`src/design/gpc_regs.vh`:
```
// Register map, field positions and reset values of the pin control pair
`ifndef GPC_REGS_VH
`define GPC_REGS_VH
`define GPC_ADDR_W        8
`define GPC_OFF_PIN2      8'h14
`define GPC_OFF_PIN3      8'h18
`define GPC_OFF_IRQ_STAT  8'h40
`define GPC_OFF_IRQ_MASK  8'h44
`define GPC_OFF_PIN_LEVEL 8'h48
`define GPC_B_FWD_MASK    25
`define GPC_B_TRIG_HI     23
`define GPC_B_TRIG_LO     21
`define GPC_B_PEND_EN     20
`define GPC_B_DRV_HI      14
`define GPC_B_DRV_LO      12
`define GPC_B_PU_STRONG   11
`define GPC_B_PD_WEAK     9
`define GPC_B_PU_ALT      8
`define GPC_B_IN_EN       7
`define GPC_B_OUT_EN      6
`define GPC_B_HYST        5
`define GPC_B_ANALOG      4
`define GPC_B_FSEL_HI     3
`define GPC_B_FSEL_LO     0
`define GPC_WMASK_PIN2    32'h02F0_7BE0
`define GPC_WMASK_PIN3    32'h02F0_7BFF
`define GPC_FSEL_MASK2    32'h0000_0007
`define GPC_RST_PIN2      32'h0000_1000
`define GPC_RST_PIN3      32'h0000_1001
`define GPC_TRIG_RISE     3'h0
`define GPC_TRIG_FALL     3'h1
`define GPC_TRIG_BOTH     3'h2
`define GPC_TRIG_HIGH     3'h3
`define GPC_TRIG_LOW      3'h4
`endif

```
`src/design/gpc_trigger_detect.v`:
```
// Synchroniser and trigger detector for one pin
`timescale 1ns/1ps
module gpc_trigger_detect (
	// Clock and reset
	input  wire       core_clk,
	input  wire       rst_n,
	// Pin and mode
	input  wire       pinIn,
	input  wire [2:0] trigSel,
	// Results
	output reg        pinLevel,
	output reg        trigHit
);
`include "gpc_regs.vh"
	reg syncA_q;
	reg syncB_q;
	reg prev_q;
	// Two-stage synchroniser, then history for edges
	always @(posedge core_clk) begin
		if (!rst_n) begin
			syncA_q <= 1'b0;
			syncB_q <= 1'b0;
			prev_q  <= 1'b0;
		end else begin
			syncA_q <= pinIn;
			syncB_q <= syncA_q;
			prev_q  <= syncB_q;
		end
	end
	// Decode of trigger mode
	always @* begin
		pinLevel = syncB_q;
		case (trigSel)
			`GPC_TRIG_RISE: trigHit = syncB_q & ~prev_q;
			`GPC_TRIG_FALL: trigHit = ~syncB_q & prev_q;
			`GPC_TRIG_BOTH: trigHit = syncB_q ^ prev_q;
			`GPC_TRIG_HIGH: trigHit = syncB_q;
			`GPC_TRIG_LOW:  trigHit = ~syncB_q;
			default:        trigHit = 1'b0;
		endcase
	end
endmodule // gpc_trigger_detect

```
`src/design/gpc_pin_pair.v`:
```
// Control registers, pad controls and trigger interrupts for pins two and three
//
// Overview of operation
// - Trigger codes 000, 001, 010 detect rising, falling and either edge.
// - Code 011 detects high level, 100 low level; other codes detect nothing.
// - Pending enable set: trigger sets pending; forwarded only with forward mask.
// - Pending enable clear: no pending set and no request forwarded.
// - Forward mask bit 25 blocks the request when zero, passes when one.
// - Drive strength bits 14:12 choose eight drive levels; reset code 1.
// - Bit 11 connects the strong pull-up; reset zero.
// - Bit 9 connects the weak pull-down; reset zero.
// - Pin two bit 8 connects the mid pull-up; reset zero.
// - Pin three bit 8 connects the weak pull-up; reset zero.
// - Bit 7 enables the input buffer so the level reaches the core; on pin three only while bit 4 is clear.
// - Bit 6 enables the output driver, on pin three only while bit 4 is clear; reset zero.
// - Bit 5 enables input hysteresis; reset zero.
// - Pin two function select bits 3:0, codes 0 to 7; reset 0.
// - Pin three function select bits 3:0, codes 0 to 9; reset 1; codes 10 to 15 are also stored.
// - Pin three bit 4 routes the pin to converter channel nine.
//
// Implementation choice: strobed register access.
`timescale 1ns/1ps
module gpc_pin_pair (
	// Clock and reset
	input  wire        core_clk,
	input  wire        rst_n,
	// Register port
	input  wire [7:0]  regAddr,
	input  wire [31:0] regWdata,
	input  wire        regWr,
	input  wire        regRd,
	output reg  [31:0] regRdata,
	// Pad inputs
	input  wire        pin2In,
	input  wire        pin3In,
	// Pad controls, pin two
	output reg  [2:0]  pin2DriveStrength,
	output reg         pin2PullupStrongEn,
	output reg         pin2PulldownWeakEn,
	output reg         pin2PullupMidEn,
	output reg         pin2InputBufferEn,
	output reg         pin2OutputDriverEn,
	output reg         pin2HysteresisEn,
	output reg  [3:0]  pin2FunctionSelect,
	// Pad controls, pin three
	output reg  [2:0]  pin3DriveStrength,
	output reg         pin3PullupStrongEn,
	output reg         pin3PulldownWeakEn,
	output reg         pin3PullupWeakEn,
	output reg         pin3InputBufferEn,
	output reg         pin3OutputDriverEn,
	output reg         pin3HysteresisEn,
	output reg  [3:0]  pin3FunctionSelect,
	output reg         pin3AnalogSelect,
	// Gated pin levels to the core
	output reg         pin2CoreIn,
	output reg         pin3CoreIn,
	// Requests to the interrupt controller
	output reg  [1:0]  irqForward,
	output reg         irqOut
);
`include "gpc_regs.vh"

	////////////////////////////////////////////////////////////////////////////
	// Register write decode
	function isWrite;
		input [7:0] addr;
		input [7:0] off;
		input       wr;
		begin
			isWrite = wr && (addr == off);
		end
	endfunction

	reg  [31:0] ctl2_q;
	reg  [31:0] ctl3_q;
	reg  [1:0]  pend_q;
	reg  [1:0]  stat_q;
	reg  [1:0]  mask_q;
	wire [1:0]  pinLvl;
	wire [1:0]  hit;
	wire [1:0]  pendEn;
	wire [1:0]  fwdMask;
	wire [1:0]  inEn;
	wire [5:0]  trigSels;
	reg  [1:0]  event_d;
	reg  [31:0] rdata_d;
	reg  [1:0]  statClr_d;
	reg  [1:0]  statNext_d;

	////////////////////////////////////////////////////////////////////////////
	// Level that reaches the core: synced pin, buffer on, not in analog use
	function coreLevel;
		input level;
		input bufEn;
		input analog;
		begin
			coreLevel = level & bufEn & ~analog;
		end
	endfunction

	assign pendEn   = {ctl3_q[`GPC_B_PEND_EN], ctl2_q[`GPC_B_PEND_EN]};
	assign fwdMask  = {ctl3_q[`GPC_B_FWD_MASK], ctl2_q[`GPC_B_FWD_MASK]};
	assign inEn     = {ctl3_q[`GPC_B_IN_EN], ctl2_q[`GPC_B_IN_EN]};
	assign trigSels = {ctl3_q[`GPC_B_TRIG_HI:`GPC_B_TRIG_LO],
		ctl2_q[`GPC_B_TRIG_HI:`GPC_B_TRIG_LO]};

	////////////////////////////////////////////////////////////////////////////
	// Control registers; only documented bits are writable
	always @(posedge core_clk) begin
		if (!rst_n) begin
			ctl2_q <= `GPC_RST_PIN2;
			ctl3_q <= `GPC_RST_PIN3;
		end else begin
			if (isWrite(regAddr, `GPC_OFF_PIN2, regWr)) begin
				// Function codes above 7 do not fit pin two, top bit held zero
				ctl2_q <= regWdata & (`GPC_WMASK_PIN2 | `GPC_FSEL_MASK2);
			end
			if (isWrite(regAddr, `GPC_OFF_PIN3, regWr)) begin
				ctl3_q <= regWdata & `GPC_WMASK_PIN3;
			end
		end
	end

	////////////////////////////////////////////////////////////////////////////
	// Trigger detectors, one per pin
	genvar gi;
	generate
		for (gi = 0; gi < 2; gi = gi + 1) begin : gTrig
			gpc_trigger_detect uDet (
				.core_clk (core_clk),
				.rst_n    (rst_n),
				.pinIn    (gi == 0 ? pin2In : pin3In),
				.trigSel  (trigSels[3*gi+2:3*gi]),
				.pinLevel (pinLvl[gi]),
				.trigHit  (hit[gi])
			);
		end
	endgenerate

	////////////////////////////////////////////////////////////////////////////
	// Pending events, gated by the pending enable
	always @* begin
		event_d = hit & pendEn;
	end

	// Write-one-to-clear strobe on the status offset
	always @* begin
		statClr_d = 2'b00;
		if (isWrite(regAddr, `GPC_OFF_IRQ_STAT, regWr)) begin
			statClr_d = regWdata[1:0];
		end
	end

	// Status after this edge; a new event beats a clear in the same cycle
	always @* begin
		statNext_d = (stat_q & ~statClr_d) | event_d;
	end

	// Pending flag per pin, registered from the event: one cycle per edge, held while a level trigger holds
	always @(posedge core_clk) begin
		if (!rst_n) begin
			pend_q <= 2'b00;
		end else begin
			pend_q <= event_d;
		end
	end

	// Forward request only for enabled and unmasked triggers
	always @(posedge core_clk) begin
		if (!rst_n) begin
			irqForward <= 2'b00;
		end else begin
			irqForward <= event_d & fwdMask;
		end
	end

	// Sticky status bits
	always @(posedge core_clk) begin
		if (!rst_n) begin
			stat_q <= 2'b00;
		end else begin
			stat_q <= statNext_d;
		end
	end

	// Interrupt mask, same layout as the status
	always @(posedge core_clk) begin
		if (!rst_n) begin
			mask_q <= 2'b00;
		end else if (isWrite(regAddr, `GPC_OFF_IRQ_MASK, regWr)) begin
			mask_q <= regWdata[1:0];
		end
	end

	// Level interrupt follows the status as it stands after this edge
	always @(posedge core_clk) begin
		if (!rst_n) begin
			irqOut <= 1'b0;
		end else begin
			irqOut <= |(statNext_d & mask_q);
		end
	end

	////////////////////////////////////////////////////////////////////////////
	// Pad drive level, both pins
	always @(posedge core_clk) begin
		if (!rst_n) begin
			pin2DriveStrength <= 3'h1;
			pin3DriveStrength <= 3'h1;
		end else begin
			pin2DriveStrength <= ctl2_q[`GPC_B_DRV_HI:`GPC_B_DRV_LO];
			pin3DriveStrength <= ctl3_q[`GPC_B_DRV_HI:`GPC_B_DRV_LO];
		end
	end

	// Pull resistors, pin two
	always @(posedge core_clk) begin
		if (!rst_n) begin
			pin2PullupStrongEn <= 1'b0;
			pin2PulldownWeakEn <= 1'b0;
			pin2PullupMidEn    <= 1'b0;
		end else begin
			pin2PullupStrongEn <= ctl2_q[`GPC_B_PU_STRONG];
			pin2PulldownWeakEn <= ctl2_q[`GPC_B_PD_WEAK];
			pin2PullupMidEn    <= ctl2_q[`GPC_B_PU_ALT];
		end
	end

	// Pull resistors, pin three
	always @(posedge core_clk) begin
		if (!rst_n) begin
			pin3PullupStrongEn <= 1'b0;
			pin3PulldownWeakEn <= 1'b0;
			pin3PullupWeakEn   <= 1'b0;
		end else begin
			pin3PullupStrongEn <= ctl3_q[`GPC_B_PU_STRONG];
			pin3PulldownWeakEn <= ctl3_q[`GPC_B_PD_WEAK];
			pin3PullupWeakEn   <= ctl3_q[`GPC_B_PU_ALT];
		end
	end

	// Buffers and hysteresis, pin two
	always @(posedge core_clk) begin
		if (!rst_n) begin
			pin2InputBufferEn  <= 1'b0;
			pin2OutputDriverEn <= 1'b0;
			pin2HysteresisEn   <= 1'b0;
		end else begin
			pin2InputBufferEn  <= ctl2_q[`GPC_B_IN_EN];
			pin2OutputDriverEn <= ctl2_q[`GPC_B_OUT_EN];
			pin2HysteresisEn   <= ctl2_q[`GPC_B_HYST];
		end
	end

	// Buffers and hysteresis, pin three; no driving into the converter
	always @(posedge core_clk) begin
		if (!rst_n) begin
			pin3InputBufferEn  <= 1'b0;
			pin3OutputDriverEn <= 1'b0;
			pin3HysteresisEn   <= 1'b0;
		end else begin
			pin3InputBufferEn  <= ctl3_q[`GPC_B_IN_EN];
			pin3OutputDriverEn <= ctl3_q[`GPC_B_OUT_EN] & ~ctl3_q[`GPC_B_ANALOG];
			pin3HysteresisEn   <= ctl3_q[`GPC_B_HYST];
		end
	end

	// Function routing, both pins
	always @(posedge core_clk) begin
		if (!rst_n) begin
			pin2FunctionSelect <= 4'h0;
			pin3FunctionSelect <= 4'h1;
		end else begin
			pin2FunctionSelect <= ctl2_q[`GPC_B_FSEL_HI:`GPC_B_FSEL_LO];
			pin3FunctionSelect <= ctl3_q[`GPC_B_FSEL_HI:`GPC_B_FSEL_LO];
		end
	end

	// Analog converter routing, pin three only
	always @(posedge core_clk) begin
		if (!rst_n) begin
			pin3AnalogSelect <= 1'b0;
		end else begin
			pin3AnalogSelect <= ctl3_q[`GPC_B_ANALOG];
		end
	end

	// Level reaches the core only with the input buffer on
	always @(posedge core_clk) begin
		if (!rst_n) begin
			pin2CoreIn <= 1'b0;
			pin3CoreIn <= 1'b0;
		end else begin
			pin2CoreIn <= coreLevel(pinLvl[0], inEn[0], 1'b0);
			pin3CoreIn <= coreLevel(pinLvl[1], inEn[1], ctl3_q[`GPC_B_ANALOG]);
		end
	end

	////////////////////////////////////////////////////////////////////////////
	// Read mux; unmapped addresses read zero
	always @* begin
		case (regAddr)
			`GPC_OFF_PIN2:      rdata_d = ctl2_q;
			`GPC_OFF_PIN3:      rdata_d = ctl3_q;
			`GPC_OFF_IRQ_STAT:  rdata_d = {28'h000_0000, pend_q, stat_q};
			`GPC_OFF_IRQ_MASK:  rdata_d = {30'h0000_0000, mask_q};
			`GPC_OFF_PIN_LEVEL: rdata_d = {30'h0000_0000, pinLvl};
			default:            rdata_d = 32'h0000_0000;
		endcase
	end

	// Read data one cycle after the strobe, held zero otherwise
	always @(posedge core_clk) begin
		if (!rst_n) begin
			regRdata <= 32'h0000_0000;
		end else begin
			regRdata <= regRd ? rdata_d : 32'h0000_0000;
		end
	end
endmodule // gpc_pin_pair

```
`config.mk`:
```
export PLATFORM = sky130hd
export DESIGN_NAME = gpc_pin_pair
export DESIGN_NICKNAME = d
export VERILOG_FILES = /design/src/design/gpc_trigger_detect.v /design/src/design/gpc_pin_pair.v
export VERILOG_INCLUDE_DIRS = /design/src /design/src/design
export SDC_FILE = /design/constraint.sdc
export NUM_CORES = 1
export LEC_CHECK = 0
export ABC_AREA = 1
export BUFFER_PORTS_ARGS = -buffer_cell sky130_fd_sc_hd__buf_4
export CORE_ASPECT_RATIO = 1.5
export CORE_MARGIN = 5
export CORE_UTILIZATION = 46
export CTS_CLUSTER_SIZE = 10
export DETAILED_ROUTE_END_ITERATION = 16
export PLACE_DENSITY_LB_ADDON = 0.05
export SLEW_MARGIN = 20
export SYNTH_ARGS = -nofsm -noshare
export SYNTH_HDL_FRONTEND = slang
export SYNTH_SLANG_ARGS = --single-unit
export TNS_END_PERCENT = 10
```
`constraint.sdc`:
```
create_clock -name core_clk -period 1.3 [get_ports core_clk]
set_clock_uncertainty 0.1 [all_clocks]
set_input_delay 0.13 -clock core_clk [delete_from_list [all_inputs] [get_ports core_clk]]
set_output_delay 0.13 -clock core_clk [all_outputs]
set_load 0.01 [all_outputs]
```
==> impl_metrics.tcl, run 1 <==
set metrics [dict create \
    number_of_buffers_on_the_longest_clock_path 2 \
    syn2layout_area_growth_pct 35.7 \
    detail_route.iter0.violations 154 \
    synthAdderAreaFrac_pct 1.34 \
    yosys_register_bits 98 \
    ff2ff_path_depth 11 \
    yosys-mux-area-fraction_pct 0 \
    synth_sequential_area_ratio_pct 52.5 \
    detailedRoute.firstPassIterationCount 4 \
    hold_viol_final 0 \
    root_buffer "clkbuf_16" \
    synth_xor_xnor_area_share_pct 0 \
    data_arrival_critical_path_ps 1530 \
    route.detailed.vias_per_inst 4.56 \
    sum_of_net_half_perimeters_after_detailed_placement_um 6550 \
    worst_path_largest_cell_delay_ps 340 \
    r2r_start "gTrig[1].uDet.prev_q$_SDFF_PN0_" \
    cp_data_required_time_ps 1440 \
    cts-buffers-inserted 9 \
    combinational_family_with_the_most_area_after_synthesis "simple AND/OR/NAND/NOR gates" \
    cts_num_sinks 98 \
    r2r-end "irqOut$_SDFF_PN0_" \
    cts-htree-levels 3 \
    timing.critical_path.slowest_stage_cell "dfxtp_2" \
    hold_path.class "in -> reg" \
    timing.final.ws_setup_ps -85.1 \
    placedInstanceArea_um2 4540 \
    syn_avg_cell_area_um2 7.63 \
    critPathMostFrequentCell "nand2_1" \
    synth_cells 490 \
    critical_path_class "reg -> reg" \
    vias 3304 \
    max_cap_viol_count 0 \
    die_y_um 120 \
    synthSimpleGateAreaFrac_pct 26.5 \
    run_status "complete, but fails checks" \
    grt_pass1_vias 3186 \
    timing.final.max_slew_violations 0 \
    crit_path_end_kind "flip-flop" \
    layout-drive-gt1-share_pct 24.9 \
    yosys_warnings 0 \
    setup_viol 4 \
    dp_worst_setup_slack_ps -247 \
    post-route-period-util_pct 107 \
    cp-endpoint "irqOut$_SDFF_PN0_" \
    tritoncts "built" \
    finalInstanceArea_um2 5070 \
    drt.antenna.violating_nets 0 \
    grt_max_degree 28 \
    startpoint "gTrig[1].uDet.prev_q$_SDFF_PN0_" \
    failed_checks "negative setup slack" \
    num-nets-final 664 \
    period_minus_slack_ps 1390 \
    fp.dieArea_um2 10100 \
    core_area_um2 7960 \
    postCtsSetupBuffers 0 \
    leakagePower_nw 2.64 \
    rows 40 \
    setup_repair_after_global_routing_missed_its_margin "yes" \
    gp_weighted_congestion 0.908 \
    floorplan.initialDensity_pct 47.0 \
    r2r_slack_ps -90 \
    ir_drop_mv 0.848 \
    mapped_cell_area_um2 3740 \
    grt.overflow.total 0 \
    top_level_i_o_count 110 \
    global_route_wire_length_before_repair_um 15200 \
    drc_errors 0 \
    die-width_um 83.6 \
    synth-compound-area-share_pct 6.29 \
    port_buffers 82 \
    cp_cell_sequence "inv_2 -> ha_4 -> nand2_1 -> nand3_1 -> nand2_1 -> nand2_1 -> nand2_1 -> nand2_2 -> nand2_2 -> nand2_1 -> nand2_1" \
    gr-usage-all-layers_pct 18.9 \
    max_freq_mhz 722 \
    antenna_cells_inserted 0 \
    worstPathMaxFanout 3 \
    yosysUniqueCellTypes 24 \
    clkTransAtPathRegs_ps 60 \
    route.final.wire_length_um 9260 \
    insertion_delay_ps 340 \
    power-per-cell-area_nw_per_um2 1130 \
    route.detailed.wl_per_inst_um 12.8 \
    startpoint_type "flip-flop" \
    initial_antenna_violation_count 0 \
]
## layer usage
layer  up-vias  GRT usage (%)  routed length [µm]
li1       1697              -                   -
met1      1507           21.5                3820
met2        83           33.1                4730
met3        17           4.84                 497
met4         0           8.75                 217
met5         -              0                   0
## sequential cells by signal (all words and copies together), names as in the netlist, 2 cells and up
signal / flops
pin3FunctionSelect: 4
ctl2_q: 17
mask_q: 2
gTrig.uDet.pinLevel: 2
ctl3_q: 19
gTrig.uDet.syncA_q: 2
gTrig.uDet.prev_q: 2
pin3DriveStrength: 3
pend_q: 2
stat_q: 2
pin2FunctionSelect: 3
irqForward: 2
regRdata: 19
pin2DriveStrength: 3
## critical path, delay by kind of cell, from the launching register on
kind | cells | cell delay, ps
simple gates | 9 | 540
buf+inv | 1 | 40
flops | 1 | 340
fa+ha+maj | 1 | 250
## layout make-up
type | count | area, µm²
fillers | 716 | 2890
inverters | 76 | 287
well taps | 105 | 131
multi-input cells | 300 | 1370
repair buffers | 129 | 1050
clock inverters | 3 | 15.0
flip-flops and latches | 98 | 1970
clock buffers | 13 | 250
## stage by stage
stage	instances	util (%)	total power [W]	hold WS, ps	TNS [ps]
after floorplan	503	-	0.00322	128	-30.6
after global placement	687	57.1	0.00332	212	-8190
after detailed placement	687	57.1	0.00333	220	-10060
after CTS	724	63.5	0.00576	23.8	-170
after global routing	724	63.7	0.00591	34.8	-792
final	724	63.7	0.00572	25.1	-161
## cells in the mapped netlist, drive strengths merged
cell type | n | area [µm²]
nand2 | 116 | 450
dfxtp | 98 | 1960
nor2 | 90 | 362
inv | 76 | 285
o21ai | 39 | 195
buf | 22 | 184
nand3 | 19 | 95.1
a21oi | 8 | 40.0
clkbuf | 7 | 26.3
nor3 | 5 | 52.6
ha | 4 | 50.1
or2 | 3 | 18.8
nand4 | 2 | 12.5
conb | 1 | 3.75
## report_power, final
part | leakage (nW) | switching (W) | total [W] | internal [W]
sequential | 0.792 | 0.00000758 | 0.00302 | 0.00301
clock | 0.133 | 0.00106 | 0.00240 | 0.00134
combinational | 1.71 | 0.000150 | 0.000297 | 0.000147
## worst min-delay path by stage
| stage | startpoint | end | slack (ps) | depth (start not counted) |
|---|---|---|---|---|
| after floorplan | pin2In | gTrig[0].uDet.syncA_q$_SDFF_PN0_ | 130 | 2 |
| final | rst_n | ctl3_q[0]$_SDFFE_PN1P_ | 30 | 2 |
| after global placement | pin3In | gTrig[1].uDet.syncA_q$_SDFF_PN0_ | 210 | 3 |
| after detailed placement | pin3In | gTrig[1].uDet.syncA_q$_SDFF_PN0_ | 220 | 3 |
| after CTS | rst_n | ctl3_q[0]$_SDFFE_PN1P_ | 20 | 2 |
| after global routing | rst_n | ctl3_q[0]$_SDFFE_PN1P_ | 30 | 2 |
## logic make-up after synthesis
logic type / after synthesis
simple gates: 235
buf+inv: 105
flops: 98
compound gates: 47
fa+ha+maj: 4
other cells: 1
## cell usage in the layout, fill, tap and decap left out, types with 8 or more instances in the layout
cell type / count
nand2_1: 109
buf_4: 105
dfxtp_1: 94
nor2_1: 87
inv_1: 67
o21ai_0: 30
dlygate4sd3_1: 21
nand3_1: 17
conb_1: 14
o21ai_1: 9
clkbuf_16: 9
inv_2: 8
a21oi_1: 8
## repair_timing
item,in CTS,in global routing
pin swaps,10,6
resized for setup,13,8
hold endpoints to repair,40,0
hold buffers,21,0
endpoints found under the setup margin,6,8
Note: power is estimated with default switching activity, not from simulation.
==> run 2: changes to the inputs <==
--- a/config.mk
+++ b/config.mk
@@ -10,7 +10,8 @@
 export BUFFER_PORTS_ARGS = -buffer_cell sky130_fd_sc_hd__buf_4
 export CORE_ASPECT_RATIO = 1.5
 export CORE_MARGIN = 5
-export CORE_UTILIZATION = 46
+export CORE_UTILIZATION = 48
+export CTS_BUF_LIST = sky130_fd_sc_hd__clkbuf_8
 export CTS_CLUSTER_SIZE = 10
 export DETAILED_ROUTE_END_ITERATION = 16
 export PLACE_DENSITY_LB_ADDON = 0.05
==> run 2 against run 1 <==
Net effect:
- the flow still finishes with violations (negative setup slack)
- worst setup slack lost 5.9 ps
- global-route usage up 2.3 points
- clock power down 16%
- combinational power grew 8.4%
- non-clock buffer count up 8
- flip-flop and latch count unchanged
- critical path depth unchanged
- critical endpoint unchanged
==> impl_metrics.tcl, run 2 (synthesis results as in run 1) <==
set metrics [dict create \
    vias 3361 \
    most-common-layout-cells "nand2_1, buf_4, dfxtp_1" \
    power-per-cell-area_nw_per_um2 1040 \
    root_buffer "clkbuf_8" \
    stdcell_count 728 \
    drc_errors 0 \
    cts_num_sinks 98 \
    num-nets-final 672 \
    global_route_wire_length_before_repair_um 15800 \
    place_inst 684 \
    die-width_um 82.0 \
    clkTransAtPathRegs_ps 90 \
    setup_viol 4 \
    multi_input_area_um2 1400 \
    crit_path_end_kind "flip-flop" \
    layout_commonest_cell "nand2_1" \
    biggestRegsByFlops "ctl3_q x19, regRdata x19, ctl2_q x17" \
    hold_viol_final 0 \
    critical_path_class "reg -> reg" \
    post-route-period-util_pct 107 \
    startpoint_type "flip-flop" \
    gp_weighted_congestion 0.907 \
    timing.final.ws_setup_ps -91.0 \
    leakagePower_nw 2.65 \
    setup_repair_after_global_routing_missed_its_margin "yes" \
    cts-buffers-inserted 9 \
    data_arrival_critical_path_ps 1560 \
    rows 39 \
    worst_path_largest_cell_delay_ps 360 \
    max_cap_viol_count 0 \
    cp_cell_sequence "inv_2 -> ha_4 -> nand2_1 -> nand3_2 -> nand2_1 -> nand2_1 -> nand2_2 -> nand2_2 -> nand2_2 -> nand2_2 -> nand2_1" \
    post-layout-total-power_w 0.00535 \
    port_buffers 82 \
    route.final.wire_length_um 9670 \
    fillerInstances 685 \
    detailedRoute.firstPassIterationCount 5 \
    top_level_i_o_count 110 \
    antenna_cells_inserted 0 \
    cp_data_required_time_ps 1470 \
    initial_antenna_violation_count 0 \
    core_area_um2 7610 \
    hold_path.class "in -> reg" \
    insertion_delay_ps 370 \
    gr-usage-all-layers_pct 21.3 \
    route.detailed.wl_per_inst_um 13.3 \
    tritoncts "built" \
    critical_path.top_delay_family "simple AND/OR/NAND/NOR gates" \
    die_y_um 118 \
    worstPathMaxFanout 3 \
    run_status "complete, but fails checks" \
    floorplan.initialDensity_pct 49.1 \
    grt_max_degree 30 \
    grt_pass1_vias 3308 \
    timing.final.max_slew_violations 0 \
    layout-drive-gt1-share_pct 26.0 \
    failed_checks "negative setup slack" \
    period_minus_slack_ps 1390 \
    cts-htree-levels 3 \
    timing.hold.ws_ps 4.03 \
    sum_of_net_half_perimeters_after_detailed_placement_um 6730 \
    route.detailed.vias_per_inst 4.62 \
    cp.buffers_inverters 1 \
    number_of_buffers_on_the_longest_clock_path 2 \
    syn2layout_area_growth_pct 37.5 \
    detail_route.iter0.violations 197 \
    fp.dieArea_um2 9690 \
    register_area_um2 1970 \
    ir_drop_mv 0.956 \
    drt.antenna.violating_nets 0 \
    max_freq_mhz 719 \
    grt.overflow.total 0 \
    timing.critical_path.slowest_stage_cell "dfxtp_2" \
]
-- run 2: through the flow --
step                util [%]  worst slack [ps]  TNS (ps)  cell area (µm²)
finish                  67.5             -91.0      -175             5140
global placement        60.0              -216     -8110             4560
global route            67.5              -195      -686             5140
detailed placement      60.0              -230     -9540             4560
CTS                     66.6              -122      -231             5070
floorplan                  -             -3.68     -30.6             3790
-- run 2: routing by layer --
metal / track usage (%) / vias up / part of all wire [%]
met5: 0 / - / 0
met4: 10.3 / 0 / 3.6
met3: 5.82 / 25 / 4.9
met2: 35.6 / 110 / 51
met1: 24.1 / 1519 / 40
li1: - / 1707 / -
-- run 2: worst paths after layout --
| check | to | depth (start not counted) | slack, ps | startpoint |
|---|---|---|---|---|
| hold reg to reg | pin3HysteresisEn$_SDFF_PN0_ | 2 | 340 | ctl3_q[5]$_SDFFE_PN0P_ |
| setup / recovery | irqOut$_SDFF_PN0_ | 11 | -90 | gTrig[1].uDet.prev_q$_SDFF_PN0_ |
| setup reg to reg | irqOut$_SDFF_PN0_ | 11 | -90 | gTrig[1].uDet.prev_q$_SDFF_PN0_ |
| hold / removal | stat_q[0]$_SDFF_PN0_ | 4 | 4 | regWr |
-- run 2: power breakdown --
part | internal (W) | switching (W)
Clock | 0.00103 | 0.000987
Combinational | 0.000166 | 0.000157
Sequential | 0.00301 | 0.00000898
-- run 2: final cells by class --
cell class	instances	share of cell area (%)
clock inverter	3	0.755
timing repair buffer	137	22.4
multi-input combinational	300	27.2
tap	102	2.48
clock buffer	12	3.21
sequential	98	38.4
inverter	76	5.55
-- run 2: repair_timing --
item | in CTS | in global routing
pin swaps | 6 | 9
resized for setup | 9 | 19
hold buffers | 27 | 0
endpoints found under the setup margin | 5 | 7
endpoints found under the hold margin | 45 | 0
setup buffers | 0 | 2
-- run 2: worst reg2reg max path: stages, from the launching register on --
cell     delay, ps
dfxtp_2        360
inv_2           50
ha_4           250
nand2_1         50
nand3_2         60
nand2_1         50
nand2_1         60
nand2_2         70
nand2_2         90
nand2_2         60
nand2_2         50
nand2_1         40
